**src/rtl/pio_cmd_defs.svh**
```systemverilog
// constants of the programmable i/o command layer
// assumes byte-wide traffic from the single-wire bit layer, lsb first
`ifndef PIO_CMD_DEFS_SVH
`define PIO_CMD_DEFS_SVH

// command codes
`define CMD_REG_READ      8'hF0
`define CMD_SAMPLE_READ   8'hF5
`define CMD_OUT_WRITE     8'h5A
`define CMD_SEARCH_WRITE  8'hCC

// fixed answers
`define BYTE_FILL         8'hFF
`define BYTE_CONFIRM      8'hAA

// register page, high address byte must be this
`define PAGE_HIGH         8'h00
`define ADDR_PIN_STATE    8'h88
`define ADDR_OUT_LATCH    8'h89
`define ADDR_ACTIVITY     8'h8A
`define ADDR_SEL_MASK     8'h8B
`define ADDR_POL_SEL      8'h8C
`define ADDR_CTRL_STAT    8'h8D
`define ADDR_PAGE_LAST    8'h8F

// control_status fields and register reset values
`define CS_WMASK          8'h0F
`define CS_SET_BITS       8'h80
`define CS_STROBE_BIT     2
`define CS_RESET          8'h00
`define LATCH_RESET       8'hFF
`define MASK_RESET        8'h00

// stream framing and crc
`define SAMPLES_PER_BLOCK 6'd32
`define CRC_POLY_REFL     16'hA001

// data strobe width
`define DATA_VALID_STROBE_NS           1000
`define CLK_NS            20
`define DATA_VALID_STROBE_CYC          ((`DATA_VALID_STROBE_NS + `CLK_NS - 1) / `CLK_NS)

`endif

```
**src/rtl/pio_cmd_pkg.sv**
```systemverilog
// types of the programmable i/o command layer
package pio_cmd_pkg;

  typedef enum logic [3:0] {
    ST_IDLE     = 4'h0,
    ST_CMD      = 4'h1,
    ST_TA1      = 4'h2,
    ST_TA2      = 4'h3,
    ST_REG_DATA = 4'h4,
    ST_REG_CRCL = 4'h5,
    ST_REG_CRCH = 4'h6,
    ST_SMP_DATA = 4'h7,
    ST_SMP_CRCL = 4'h8,
    ST_SMP_CRCH = 4'h9,
    ST_OUT_NEW  = 4'hA,
    ST_OUT_INV  = 4'hB,
    ST_OUT_CONF = 4'hC,
    ST_OUT_RDBK = 4'hD,
    ST_SRCH_DAT = 4'hE,
    ST_FILL     = 4'hF
  } cmd_state_t;

endpackage

```
**src/rtl/pio_command_protocol.sv**
```systemverilog
// command layer of an eight-channel programmable i/o slave
// assumes a bit layer that delivers whole bytes and requests answer bytes
`timescale 1ns/10ps
`default_nettype none
`include "pio_cmd_defs.svh"

module pio_command_protocol
  import pio_cmd_pkg::*;
#(
  parameter int DATA_VALID_STROBE_CYCLES = `DATA_VALID_STROBE_CYC
) (
  // clock and reset
  input  wire logic       sys_clk,
  input  wire logic       reset_n,
  // bit layer events
  input  wire logic       bus_reset,
  input  wire logic       rom_selected,
  input  wire logic       rx_valid,
  input  wire logic [7:0] rx_byte,
  input  wire logic       tx_req,
  output logic            tx_valid_r,
  output logic      [7:0] tx_byte_r,
  // pio pins, open drain
  input  wire logic [7:0] pio_in,
  output logic      [7:0] pio_out_r,
  output logic      [7:0] pio_oe_n_r,
  // reset or strobe pin, open drain
  input  wire logic       rst_data_valid_strobe_in,
  output logic            rst_data_valid_strobe_out_r,
  output logic            rst_data_valid_strobe_oe_n_r
);

  cmd_state_t  state_r;
  logic [7:0]  cmd_r;
  logic [7:0]  addr_r;
  logic [7:0]  new_r;
  logic [7:0]  latch_r;
  logic [7:0]  sel_mask_r;
  logic [7:0]  pol_sel_r;
  logic [7:0]  ctrl_r;
  logic [5:0]  smp_cnt_r;
  logic [15:0] data_valid_strobe_cnt_r;
  logic [15:0] crc_r;
  logic        crc_clr;
  logic        crc_en;
  logic [7:0]  crc_din;
  logic [7:0]  page_byte;
  logic        good_pair;
  logic        strobe_evt;

  // page read mux
  always_comb begin
    unique case (addr_r)
      `ADDR_PIN_STATE: page_byte = pio_in;
      `ADDR_OUT_LATCH: page_byte = latch_r;
      `ADDR_SEL_MASK:  page_byte = sel_mask_r;
      `ADDR_POL_SEL:   page_byte = pol_sel_r;
      `ADDR_CTRL_STAT: page_byte = ctrl_r | `CS_SET_BITS;
      default:         page_byte = 8'h00;
    endcase
  end

  assign good_pair  = (state_r == ST_OUT_INV) && rx_valid && (rx_byte == ~new_r);
  assign strobe_evt = good_pair || (tx_req && state_r == ST_SMP_DATA);

  // crc feed
  always_comb begin
    crc_clr = 1'b0;
    crc_en  = 1'b0;
    crc_din = rx_byte;
    if (rom_selected || bus_reset) begin
      crc_clr = 1'b1;
    end else if (rx_valid && (state_r == ST_CMD || state_r == ST_TA1 || state_r == ST_TA2)) begin
      crc_en = 1'b1;
    end else if (tx_req && state_r == ST_REG_DATA) begin
      crc_en  = 1'b1;
      crc_din = page_byte;
    end else if (tx_req && state_r == ST_SMP_DATA) begin
      crc_en  = 1'b1;
      crc_din = pio_in;
    end else if (tx_req && state_r == ST_SMP_CRCH) begin
      crc_clr = 1'b1;
    end
  end

  crc16_unit u_crc (
    .sys_clk (sys_clk),
    .reset_n (reset_n),
    .crc_clr (crc_clr),
    .crc_en  (crc_en),
    .crc_din (crc_din),
    .crc_r   (crc_r)
  );

  // command sequencer
  always_ff @(posedge sys_clk or negedge reset_n) begin
    if (!reset_n) begin
      state_r   <= ST_IDLE;
      cmd_r     <= 8'h00;
      addr_r    <= 8'h00;
      new_r     <= 8'h00;
      smp_cnt_r <= 6'd0;
    end else if (bus_reset) begin
      state_r <= ST_IDLE;
    end else if (rom_selected) begin
      state_r <= ST_CMD;
    end else begin
      unique case (state_r)
        ST_IDLE, ST_FILL, ST_REG_CRCH, ST_OUT_CONF, ST_OUT_RDBK,
        ST_REG_CRCL, ST_SMP_CRCL, ST_SMP_CRCH, ST_REG_DATA, ST_SMP_DATA: begin
          if (tx_req) begin
            unique case (state_r)
              ST_REG_DATA: state_r <= (addr_r == `ADDR_PAGE_LAST) ? ST_REG_CRCL : ST_REG_DATA;
              ST_REG_CRCL: state_r <= ST_REG_CRCH;
              ST_REG_CRCH: state_r <= ST_FILL;
              ST_SMP_CRCL: state_r <= ST_SMP_CRCH;
              ST_SMP_CRCH: state_r <= ST_SMP_DATA;
              ST_OUT_CONF: state_r <= ST_OUT_RDBK;
              ST_OUT_RDBK: state_r <= ST_OUT_NEW;
              ST_SMP_DATA: state_r <= (smp_cnt_r == `SAMPLES_PER_BLOCK - 6'd1)
                                      ? ST_SMP_CRCL : ST_SMP_DATA;
              default:     state_r <= state_r;
            endcase
            if (state_r == ST_REG_DATA) begin
              addr_r <= addr_r + 8'd1;
            end
            if (state_r == ST_SMP_DATA) begin
              smp_cnt_r <= (smp_cnt_r == `SAMPLES_PER_BLOCK - 6'd1) ? 6'd0 : smp_cnt_r + 6'd1;
            end
          end
        end
        ST_CMD: begin
          if (rx_valid) begin
            cmd_r     <= rx_byte;
            smp_cnt_r <= 6'd0;
            unique case (rx_byte)
              `CMD_REG_READ, `CMD_SEARCH_WRITE: state_r <= ST_TA1;
              `CMD_SAMPLE_READ:                 state_r <= ST_SMP_DATA;
              `CMD_OUT_WRITE:                   state_r <= ST_OUT_NEW;
              default:                          state_r <= ST_FILL;
            endcase
          end
        end
        ST_TA1: begin
          if (rx_valid) begin
            addr_r  <= rx_byte;
            state_r <= ST_TA2;
          end
        end
        ST_TA2: begin
          if (rx_valid) begin
            if (cmd_r == `CMD_REG_READ) begin
              state_r <= (rx_byte == `PAGE_HIGH && addr_r >= `ADDR_PIN_STATE
                          && addr_r <= `ADDR_PAGE_LAST) ? ST_REG_DATA : ST_FILL;
            end else begin
              state_r <= (rx_byte == `PAGE_HIGH && addr_r >= `ADDR_SEL_MASK
                          && addr_r <= `ADDR_CTRL_STAT) ? ST_SRCH_DAT : ST_FILL;
            end
          end
        end
        ST_SRCH_DAT: begin
          if (rx_valid && addr_r <= `ADDR_CTRL_STAT) begin
            addr_r <= addr_r + 8'd1;
          end
        end
        ST_OUT_NEW: begin
          if (rx_valid) begin
            new_r   <= rx_byte;
            state_r <= ST_OUT_INV;
          end
        end
        ST_OUT_INV: begin
          if (rx_valid) begin
            state_r <= good_pair ? ST_OUT_CONF : ST_FILL;
          end
        end
      endcase
    end
  end

  // search registers
  always_ff @(posedge sys_clk or negedge reset_n) begin
    if (!reset_n) begin
      sel_mask_r <= `MASK_RESET;
      pol_sel_r  <= `MASK_RESET;
      ctrl_r     <= `CS_RESET;
    end else if (state_r == ST_SRCH_DAT && rx_valid && !bus_reset && !rom_selected) begin
      unique case (addr_r)
        `ADDR_SEL_MASK:  sel_mask_r <= rx_byte;
        `ADDR_POL_SEL:   pol_sel_r  <= rx_byte;
        `ADDR_CTRL_STAT: ctrl_r <= rx_byte & `CS_WMASK;
        default:         ctrl_r <= ctrl_r;
      endcase
    end
  end

  // output latches
  always_ff @(posedge sys_clk or negedge reset_n) begin
    if (!reset_n) begin
      latch_r <= `LATCH_RESET;
    end else if (!ctrl_r[`CS_STROBE_BIT] && !rst_data_valid_strobe_in) begin
      latch_r <= `LATCH_RESET;
    end else if (good_pair && !bus_reset && !rom_selected) begin
      latch_r <= new_r;
    end
  end

  always_ff @(posedge sys_clk or negedge reset_n) begin
    if (!reset_n) begin
      pio_out_r  <= 8'h00;
      pio_oe_n_r <= 8'hFF;
    end else begin
      pio_out_r  <= 8'h00;
      pio_oe_n_r <= latch_r;
    end
  end

  // answer bytes
  always_ff @(posedge sys_clk or negedge reset_n) begin
    if (!reset_n) begin
      tx_valid_r <= 1'b0;
      tx_byte_r  <= `BYTE_FILL;
    end else begin
      tx_valid_r <= tx_req;
      if (tx_req) begin
        unique case (state_r)
          ST_REG_DATA: tx_byte_r <= page_byte;
          ST_REG_CRCL, ST_SMP_CRCL: tx_byte_r <= ~crc_r[7:0];
          ST_REG_CRCH, ST_SMP_CRCH: tx_byte_r <= ~crc_r[15:8];
          ST_SMP_DATA: tx_byte_r <= pio_in;
          ST_OUT_CONF: tx_byte_r <= `BYTE_CONFIRM;
          ST_OUT_RDBK: tx_byte_r <= pio_in;
          default:     tx_byte_r <= `BYTE_FILL;
        endcase
      end
    end
  end

  // data strobe pulse
  always_ff @(posedge sys_clk or negedge reset_n) begin
    if (!reset_n) begin
      data_valid_strobe_cnt_r      <= 16'd0;
      rst_data_valid_strobe_out_r  <= 1'b0;
      rst_data_valid_strobe_oe_n_r <= 1'b1;
    end else begin
      if (strobe_evt && ctrl_r[`CS_STROBE_BIT]) begin
        data_valid_strobe_cnt_r <= 16'(DATA_VALID_STROBE_CYCLES);
      end else if (data_valid_strobe_cnt_r != 16'd0) begin
        data_valid_strobe_cnt_r <= data_valid_strobe_cnt_r - 16'd1;
      end
      rst_data_valid_strobe_out_r  <= 1'b0;
      rst_data_valid_strobe_oe_n_r <= !(ctrl_r[`CS_STROBE_BIT] && data_valid_strobe_cnt_r != 16'd0);
    end
  end

endmodule // pio_command_protocol

`default_nettype wire

```
**src/rtl/crc16_unit.sv**
```systemverilog
// byte-wide crc16 generator, lsb first, polynomial x16+x15+x2+1
// clear has priority over a byte shifted in the same cycle
`timescale 1ns/10ps
`default_nettype none
`include "pio_cmd_defs.svh"

module crc16_unit (
  // clock and reset
  input  wire logic        sys_clk,
  input  wire logic        reset_n,
  // control
  input  wire logic        crc_clr,
  input  wire logic        crc_en,
  input  wire logic [7:0]  crc_din,
  // result
  output logic      [15:0] crc_r
);

  logic [15:0] crc_nxt;

  always_comb begin
    crc_nxt = crc_r;
    for (int i = 0; i < 8; i++) begin
      if (crc_nxt[0] ^ crc_din[i]) begin
        crc_nxt = (crc_nxt >> 1) ^ `CRC_POLY_REFL;
      end else begin
        crc_nxt = crc_nxt >> 1;
      end
    end
  end

  always_ff @(posedge sys_clk or negedge reset_n) begin
    if (!reset_n) begin
      crc_r <= 16'h0000;
    end else if (crc_clr) begin
      crc_r <= 16'h0000;
    end else if (crc_en) begin
      crc_r <= crc_nxt;
    end
  end

endmodule // crc16_unit

`default_nettype wire

```
**config.mk**
```make
export PLATFORM = sky130hd
export DESIGN_NAME = pio_command_protocol
export DESIGN_NICKNAME = d
export VERILOG_FILES = /design/src/rtl/pio_cmd_pkg.sv /design/src/rtl/pio_command_protocol.sv /design/src/rtl/crc16_unit.sv
export VERILOG_INCLUDE_DIRS = /design/src /design/src/rtl
export SDC_FILE = /design/constraint.sdc
export NUM_CORES = 1
export LEC_CHECK = 0
export BUFFER_PORTS_ARGS = -buffer_cell sky130_fd_sc_hd__buf_4
export CORE_MARGIN = 5
export CORE_UTILIZATION = 55
export CTS_CLUSTER_DIAMETER = 50
export DETAILED_ROUTE_END_ITERATION = 10
export PLACE_DENSITY = 0.88
export RECOVER_POWER = 50
export SETUP_SLACK_MARGIN = 0.02
export SLEW_MARGIN = 25
export SYNTH_ARGS = -nofsm -noshare
export SYNTH_HDL_FRONTEND = slang
export SYNTH_HIERARCHICAL = 1
export SYNTH_SLANG_ARGS = --single-unit
```
**constraint.sdc**
```tcl
create_clock -name sys_clk -period 3.3 [get_ports sys_clk]
set_input_delay 0.165 -clock sys_clk [delete_from_list [all_inputs] [get_ports sys_clk]]
set_output_delay 0.165 -clock sys_clk [all_outputs]
set_load 0.01 [all_outputs]
```
; ---- After elaboration in Yosys (flattened, before gate mapping)
; Cells that the tools add are included.
[word_totals]
regBits = 112
in_bits = 23
out_inout_bits = 27
wordCells = 190
[classes]
n_addsub = 3
n_lt_le_gt_ge = 4
n_eq_ne = 41
muxes = 56
n_bitwise = 21
n_reduce_logical = 50
[op_table]
columns = op, count
row1 = $mux 16, 12
row2 = $eq 8x8->1 const B, 10
row3 = $mux 8, 10
row4 = $pmux 8 s5, 2
row5 = $mux 4, 11
row6 = $eq 4x4->1 const B, 8
row7 = $pmux 4 s8, 1
row8 = $mux 6, 4
row9 = $ne 4x4->1 const B, 6
row10 = $not 2->3, 8
row11 = $not 8->8, 3
row12 = $pmux 4 s6, 1
row13 = $pmux 8 s3, 1
row14 = $logic_and 1x1->1, 19
row15 = $eq 4x3->1 const B, 4
row16 = $ge 8x8->1 const B, 2
row17 = $le 8x8->1 const B, 2
row18 = $reduce_bool 16->1, 1
row19 = $sub 16x1->16 const B, 1
row20 = $ne 2x2->1 const B, 6
row21 = $pmux 4 s3, 1
row22 = $pmux 6 s2, 1
row23 = $mux 1, 11
row24 = $ne 11x11->1 const B, 1
row25 = 24 further kinds, 49

; ---- Logic depth before layout (Yosys ltp)
[depth]
depth_word = 24
ltp_mapped = 14

; ---- Modules after synthesis
; Netlist, hierarchy kept.
[by_module_without_submodules]
columns = mod, n_inst, cells_per_inst, area_per_inst_um2, seq_area_each_um2
row1 = pio_command_protocol, 1, 600, 5844.4, 2433.6
row2 = crc16_unit, 1, 76, 850.8, 400.4

; ---- Worst setup path before layout
; Ideal clock, no wire load.
[synth_path]
path_kind = flip-flop to flip-flop
startpoint = register state_r[1]
endpoint = register u_crc.crc_r[0]
arrival_time_ns = 3.074
required_time_ns = 3.176
setup_slack_ns = 0.102
stages_incl_launch_ff = 14
n_path_buf = 2
cell_sequence = dfrtp_1 buf_2 buf_2 nor2_1 nand2_1 nor2_1 nand2_1 o221a_2 xnor2_1 xnor2_1 xnor3_2 xnor2_1 and4b_1 a211o_1
[synth_rtl]
columns = element, line_no
row1 = from (decl), pio_command_protocol.sv:33  ; cmd_state_t state_r;
row2 = from (signal assigned), pio_command_protocol.sv:113  ; ST_REG_DATA: state_r <= (addr_r == `ADDR_PAGE_LAST) ? ST_REG_CRCL : ST_REG_DATA;
row3 = from (signal assigned), pio_command_protocol.sv:120  ; ST_SMP_DATA: state_r <= (smp_cnt_r == `SAMPLES_PER_BLOCK - 6'd1)
row4 = from (signal assigned), pio_command_protocol.sv:122  ; default: state_r <= state_r;
row5 = $eq 4x3->1 (tied with other cells), pio_command_protocol.sv:78  ; end else if (tx_req && state_r == ST_SMP_DATA) begin
row6 = $logic_and 1x1->1 / $logic_or 1x1->1 (equally long branches), "pio_command_protocol.sv:78, pio_command_protocol.sv:73"
row7 = $mux 8 / $logic_or 1x1->1 (equally long branches), "pio_command_protocol.sv:78, pio_command_protocol.sv:73"
row8 = $mux 8 / $logic_and 1x1->1 (equally long branches), "pio_command_protocol.sv:75, pio_command_protocol.sv:73"
row9 = $mux 8 *, pio_command_protocol.sv:73  ; end else if (rx_valid && (state_r == ST_CMD || state_r == ST_TA1 || state_r == ST_TA2)) begin
row10 = $mux 8 *, pio_command_protocol.sv:71  ; if (rom_selected || bus_reset) begin
row11 = named net crc_din[1], pio_command_protocol.sv:46  ; logic [7:0] crc_din;
row12 = $xor 1x1->1 *, crc16_unit.sv:24  ; if (crc_nxt[0] ^ crc_din[i]) begin
row13 = [7 not listed], n/a
row14 = $xor 1x1->1 *, crc16_unit.sv:24
row15 = $mux 16 *, crc16_unit.sv:24
row16 = $xor 1x1->1 *, crc16_unit.sv:24
row17 = $mux 16 *, crc16_unit.sv:24
row18 = $xor 1x1->1 *, crc16_unit.sv:24
row19 = $mux 16 *, crc16_unit.sv:24
row20 = $mux 16 *, crc16_unit.sv:37  ; end else if (crc_en) begin
row21 = $mux 16 *, crc16_unit.sv:35  ; end else if (crc_clr) begin
row22 = to (signal assigned), crc16_unit.sv:38  ; crc_r <= crc_nxt;
row23 = to (decl), crc16_unit.sv:16  ; output logic [15:0] crc_r
; The timed path passes the listed nets; every way through them passes the cells marked *. The select of a mux whose other input is x is not followed.
; A chain may end at the register's enable or synchronous reset.

; ---- Worst setup path in the final report
[layout_path]
startpoint = register addr_r[0]
endpoint = register u_crc.crc_r[0]
[layout_between]
elab_chain_len = 23
[layout_rtl]
columns = element, line_no
row1 = from (decl), pio_command_protocol.sv:35  ; logic [7:0] addr_r;
row2 = from (signal assigned), pio_command_protocol.sv:125  ; addr_r <= addr_r + 8'd1;
row3 = from (signal assigned), pio_command_protocol.sv:146  ; addr_r <= rx_byte;
row4 = from (signal assigned), pio_command_protocol.sv:163  ; addr_r <= addr_r + 8'd1;
row5 = $eq 8x8->1, pio_command_protocol.sv:53  ; unique case (addr_r)
row6 = $pmux 8 s5 *, pio_command_protocol.sv:53
row7 = $mux 8 *, pio_command_protocol.sv:75  ; end else if (tx_req && state_r == ST_REG_DATA) begin
row8 = $mux 8 *, pio_command_protocol.sv:73
row9 = $mux 8 *, pio_command_protocol.sv:71
row10 = named net crc_din[0], pio_command_protocol.sv:46
row11 = $xor 1x1->1 *, crc16_unit.sv:24
row12 = $mux 16 *, crc16_unit.sv:24
row13 = [8 not listed], n/a
row14 = $xor 1x1->1 *, crc16_unit.sv:24
row15 = $mux 16 *, crc16_unit.sv:24
row16 = $xor 1x1->1 *, crc16_unit.sv:24
row17 = $mux 16 *, crc16_unit.sv:24
row18 = $xor 1x1->1 *, crc16_unit.sv:24
row19 = $mux 16 *, crc16_unit.sv:24
row20 = $mux 16 *, crc16_unit.sv:37
row21 = $mux 16 *, crc16_unit.sv:35
; Marked as above.

==> flow_summary.yaml <==
critical_path:
  cp_max_fo: 8
  ff2ff_setup_slack_ns: 0.15
  end_kind: "flip-flop"
  critPathRequiredTime_ns: 3.54
  crit_type: "reg -> reg"
  critPathLaunchType: "flip-flop"
  arrival_ns: 3.39
logic_synthesis:
  synth_top_area_share_pct: 32.5
  synthTopCellsByArea: "dfrtp_1, dfstp_2, mux2_2"
  synth_ff_type: "dfrtp_1"
  async_flop_share_pct: 100
  syn_avg_cell_area_sq_um: 9.90
  synth_area_leader_cell: "dfrtp_1"
  yosys-top-cells-count: "dfrtp_1, nand2_1, nor2_1"
  synth_edf_count: 0
  synth_cell_types: 82
  yosysWarnings: 6
  synth.cell_area_sq_um: 6700
  seq_area_frac_synth_pct: 42.3
  syn_inst: 676
  yosysMostFrequentCell: "dfrtp_1"
  ys_ff_latch: 112
final_layout:
  fin_area_sq_um: 7470
  num-nets-final: 737
  area.growth.synth_to_final_pct: 11.6
  drive_gt1_share_pct: 21.3
  regArea_sq_um: 2840
  n_antenna_cell: 0
  fillers: 971
  multi_input_area_sq_um: 3620
detailed_routing:
  met3_length_um: 1500
  drtIter0Drc: 591
  met1Wirelength_um: 7550
  via_count: 5644
  drc: 0
  wl_per_cell_um: 21.4
  top_layer: "met4"
  viasPerCell: 6.56
  wl_met2_um: 8610
  firstDrtPassIters: 5
  ant_nets: 0
  wirelength_um: 18400
clock_tree:
  tritoncts: "built"
  insertion_delay_ns: 0.36
  root_buffer: "clkbuf_16"
  cts_buffer_depth: 2
  htreeDepth: 3
  clkTransAtPathRegs_ns: 0.08
  cts.sinks: 112
  cts_inserted_buffers: 9
floorplan:
  core_area_sq_um: 12000
  die-area_sq_um: 14500
  die_w_um: 120
  rows: 40
  die_h_um: 120
  start_util_pct: 56.0
  ios: 50
global_route:
  gr-total-overflow: 0
  first_global_vias: 5515
  grt_pass1_wl_um: 29300
  grt_usage_pct: 25.8
  antenna_found_initial: 0
  grt_max_degree: 48
timing:
  hold_viol: 0
  period_share_pct: 95.3
  min_period_ns: 3.15
  fmax_mhz: 318
  maxSlewViolCount: 48
  finalSetupViolations: 0
  fin_tns_setup_ns: 0
  skew_ns: 0.00952
  tightest_slew_ns: 2.38
  rsz0062_at_grt: "no"
  max_slew_margin_pct: -59.0
power:
  p_leak_nw: 2.93
  pwr-share-clk_pct: 36.6
  powerDensity_nw_per_um2: 421
  p_int_mw: 2.28
  vdd_drop_max_v: 0.000246
  p_sw_uw: 866
  power_frac_comb_pct: 15.8
  netSwitchingFraction_pct: 27.6
  seqPwrFrac_pct: 47.6
  power.total_mw: 3.14
placed_design:
  hpwl_um: 12900
  place_area_sq_um: 7150
  io_buffers: 40
  gp_congestion: 0.949
status:
  status: "complete, but fails checks"
  violations: "capacitance limit, slew limit"
flow_run:
  maxCapViolations: 1
hold_path:
  min_path_type: "in -> reg"
-- timing repair --
item,in CTS,in global routing
resized for setup,0,12
buffers inserted,0,1
endpoints found under the setup margin,0,1
hold buffers,1,0
endpoints found under the hold margin,29,0
-- worst paths after layout --
check | from | to | cells after the start
setup / recovery | addr_r[0] | u_crc/crc_r[0] | 13
hold / removal | bus_reset | state_r[0] | 2
setup reg to reg | addr_r[0] | u_crc/crc_r[0] | 13
hold reg to reg | latch_r[7] | pio_oe_n_r[7] | 0
max in group asynchronous | reset_n | addr_r[0] | 3
min in group asynchronous | reset_n | data_valid_strobe_cnt_r[9] | 2
-- sequential cells by signal (all words and copies together), names as in the netlist, 4 cells and up --
signal                   flops
data_valid_strobe_cnt_r     16
u_crc/crc_r                 16
addr_r                       8
cmd_r                        8
latch_r                      8
new_r                        8
pio_oe_n_r                   8
pol_sel_r                    8
sel_mask_r                   8
tx_byte_r                    8
smp_cnt_r                    6
ctrl_r                       4
state_r                      4
-- critical path, cell delays in order (launching register included) --
cell and delay, ns:
dfrtp_2 0.46, ha_2 0.26, buf_4 0.16, a22oi_1 0.19, o22ai_1 0.11, o21ai_1 0.19, nand2_1 0.07, o221a_2 0.14
xnor2_2 0.16, xor2_1 0.17, xnor3_2 0.47, xnor2_1 0.17, and4b_1 0.22, a211o_1 0.26
-- cell families after synthesis --
kind of cell	share of synthesized area, %
buffers and inverters	4.56
other	0.0560
adder cells (fa/ha/maj)	1.12
AND/OR/NAND/NOR	19.1
XOR/XNOR	5.42
multiplexers	10.1
AO/OA/AOI/OAI	17.3
flip-flops	42.3
-- power groups by stage --
| stage | Clock (mW) | Sequential (mW) | Combinational, mW |
|---|---|---|---|
| final | 1.15 | 1.50 | 0.497 |
| after global routing | 1.23 | 1.51 | 0.535 |
| after CTS | 1.17 | 1.49 | 0.486 |
| after detailed placement | 0 | 1.52 | 0.484 |
| after global placement | 0 | 1.51 | 0.461 |
| after floorplan | 0 | 1.50 | 0.329 |
-- area by class of cell --
cell class / instances / share of cell area (%)
multi-input combinational: 505 / 48.5
sequential: 112 / 38.0
timing repair buffer: 67 / 6.11
clock buffer: 13 / 3.92
tap: 147 / 2.46
inverter: 13 / 0.653
clock inverter: 3 / 0.385
-- through the flow --
step | hold slack, ns | util [%] | cells | worst slack, ns
2_1_floorplan | -0.131 | - | 684 | 0.102
3_3_place_gp | 0.180 | 59.7 | 842 | 0.192
3_5_place_dp | 0.197 | 59.7 | 842 | 0.0919
4_1_cts | 0.00477 | 62.5 | 859 | 0.0906
5_1_grt | 0.0149 | 62.5 | 860 | 0.0170
6_report | 0.0257 | 62.5 | 860 | 0.154
-- metal layers --
metal  vias up  GRT usage [%]
met5         -              0
met4         0           13.0
met3        64           5.47
met2       300           40.9
met1      2750           33.5
li1       2530              -
-- cell usage in the layout (no fill, tap or decap), types with 12 or more instances in the layout --
| cell | n |
|---|---|
| a211oi_1 | 12 |
| a21oi_1 | 25 |
| buf_4 | 53 |
| clkbuf_1 | 14 |
| dfrtp_1 | 86 |
| dfstp_1 | 15 |
| inv_1 | 12 |
| mux2_2 | 36 |
| mux2i_1 | 27 |
| nand2_1 | 52 |
| nand2b_1 | 15 |
| nand3_1 | 19 |
| nor2_1 | 47 |
| nor2b_1 | 12 |
| nor3_1 | 15 |
| o21ai_0 | 26 |
| xnor2_1 | 20 |
| xor2_1 | 13 |
Power figures use the tool's default switching activity.
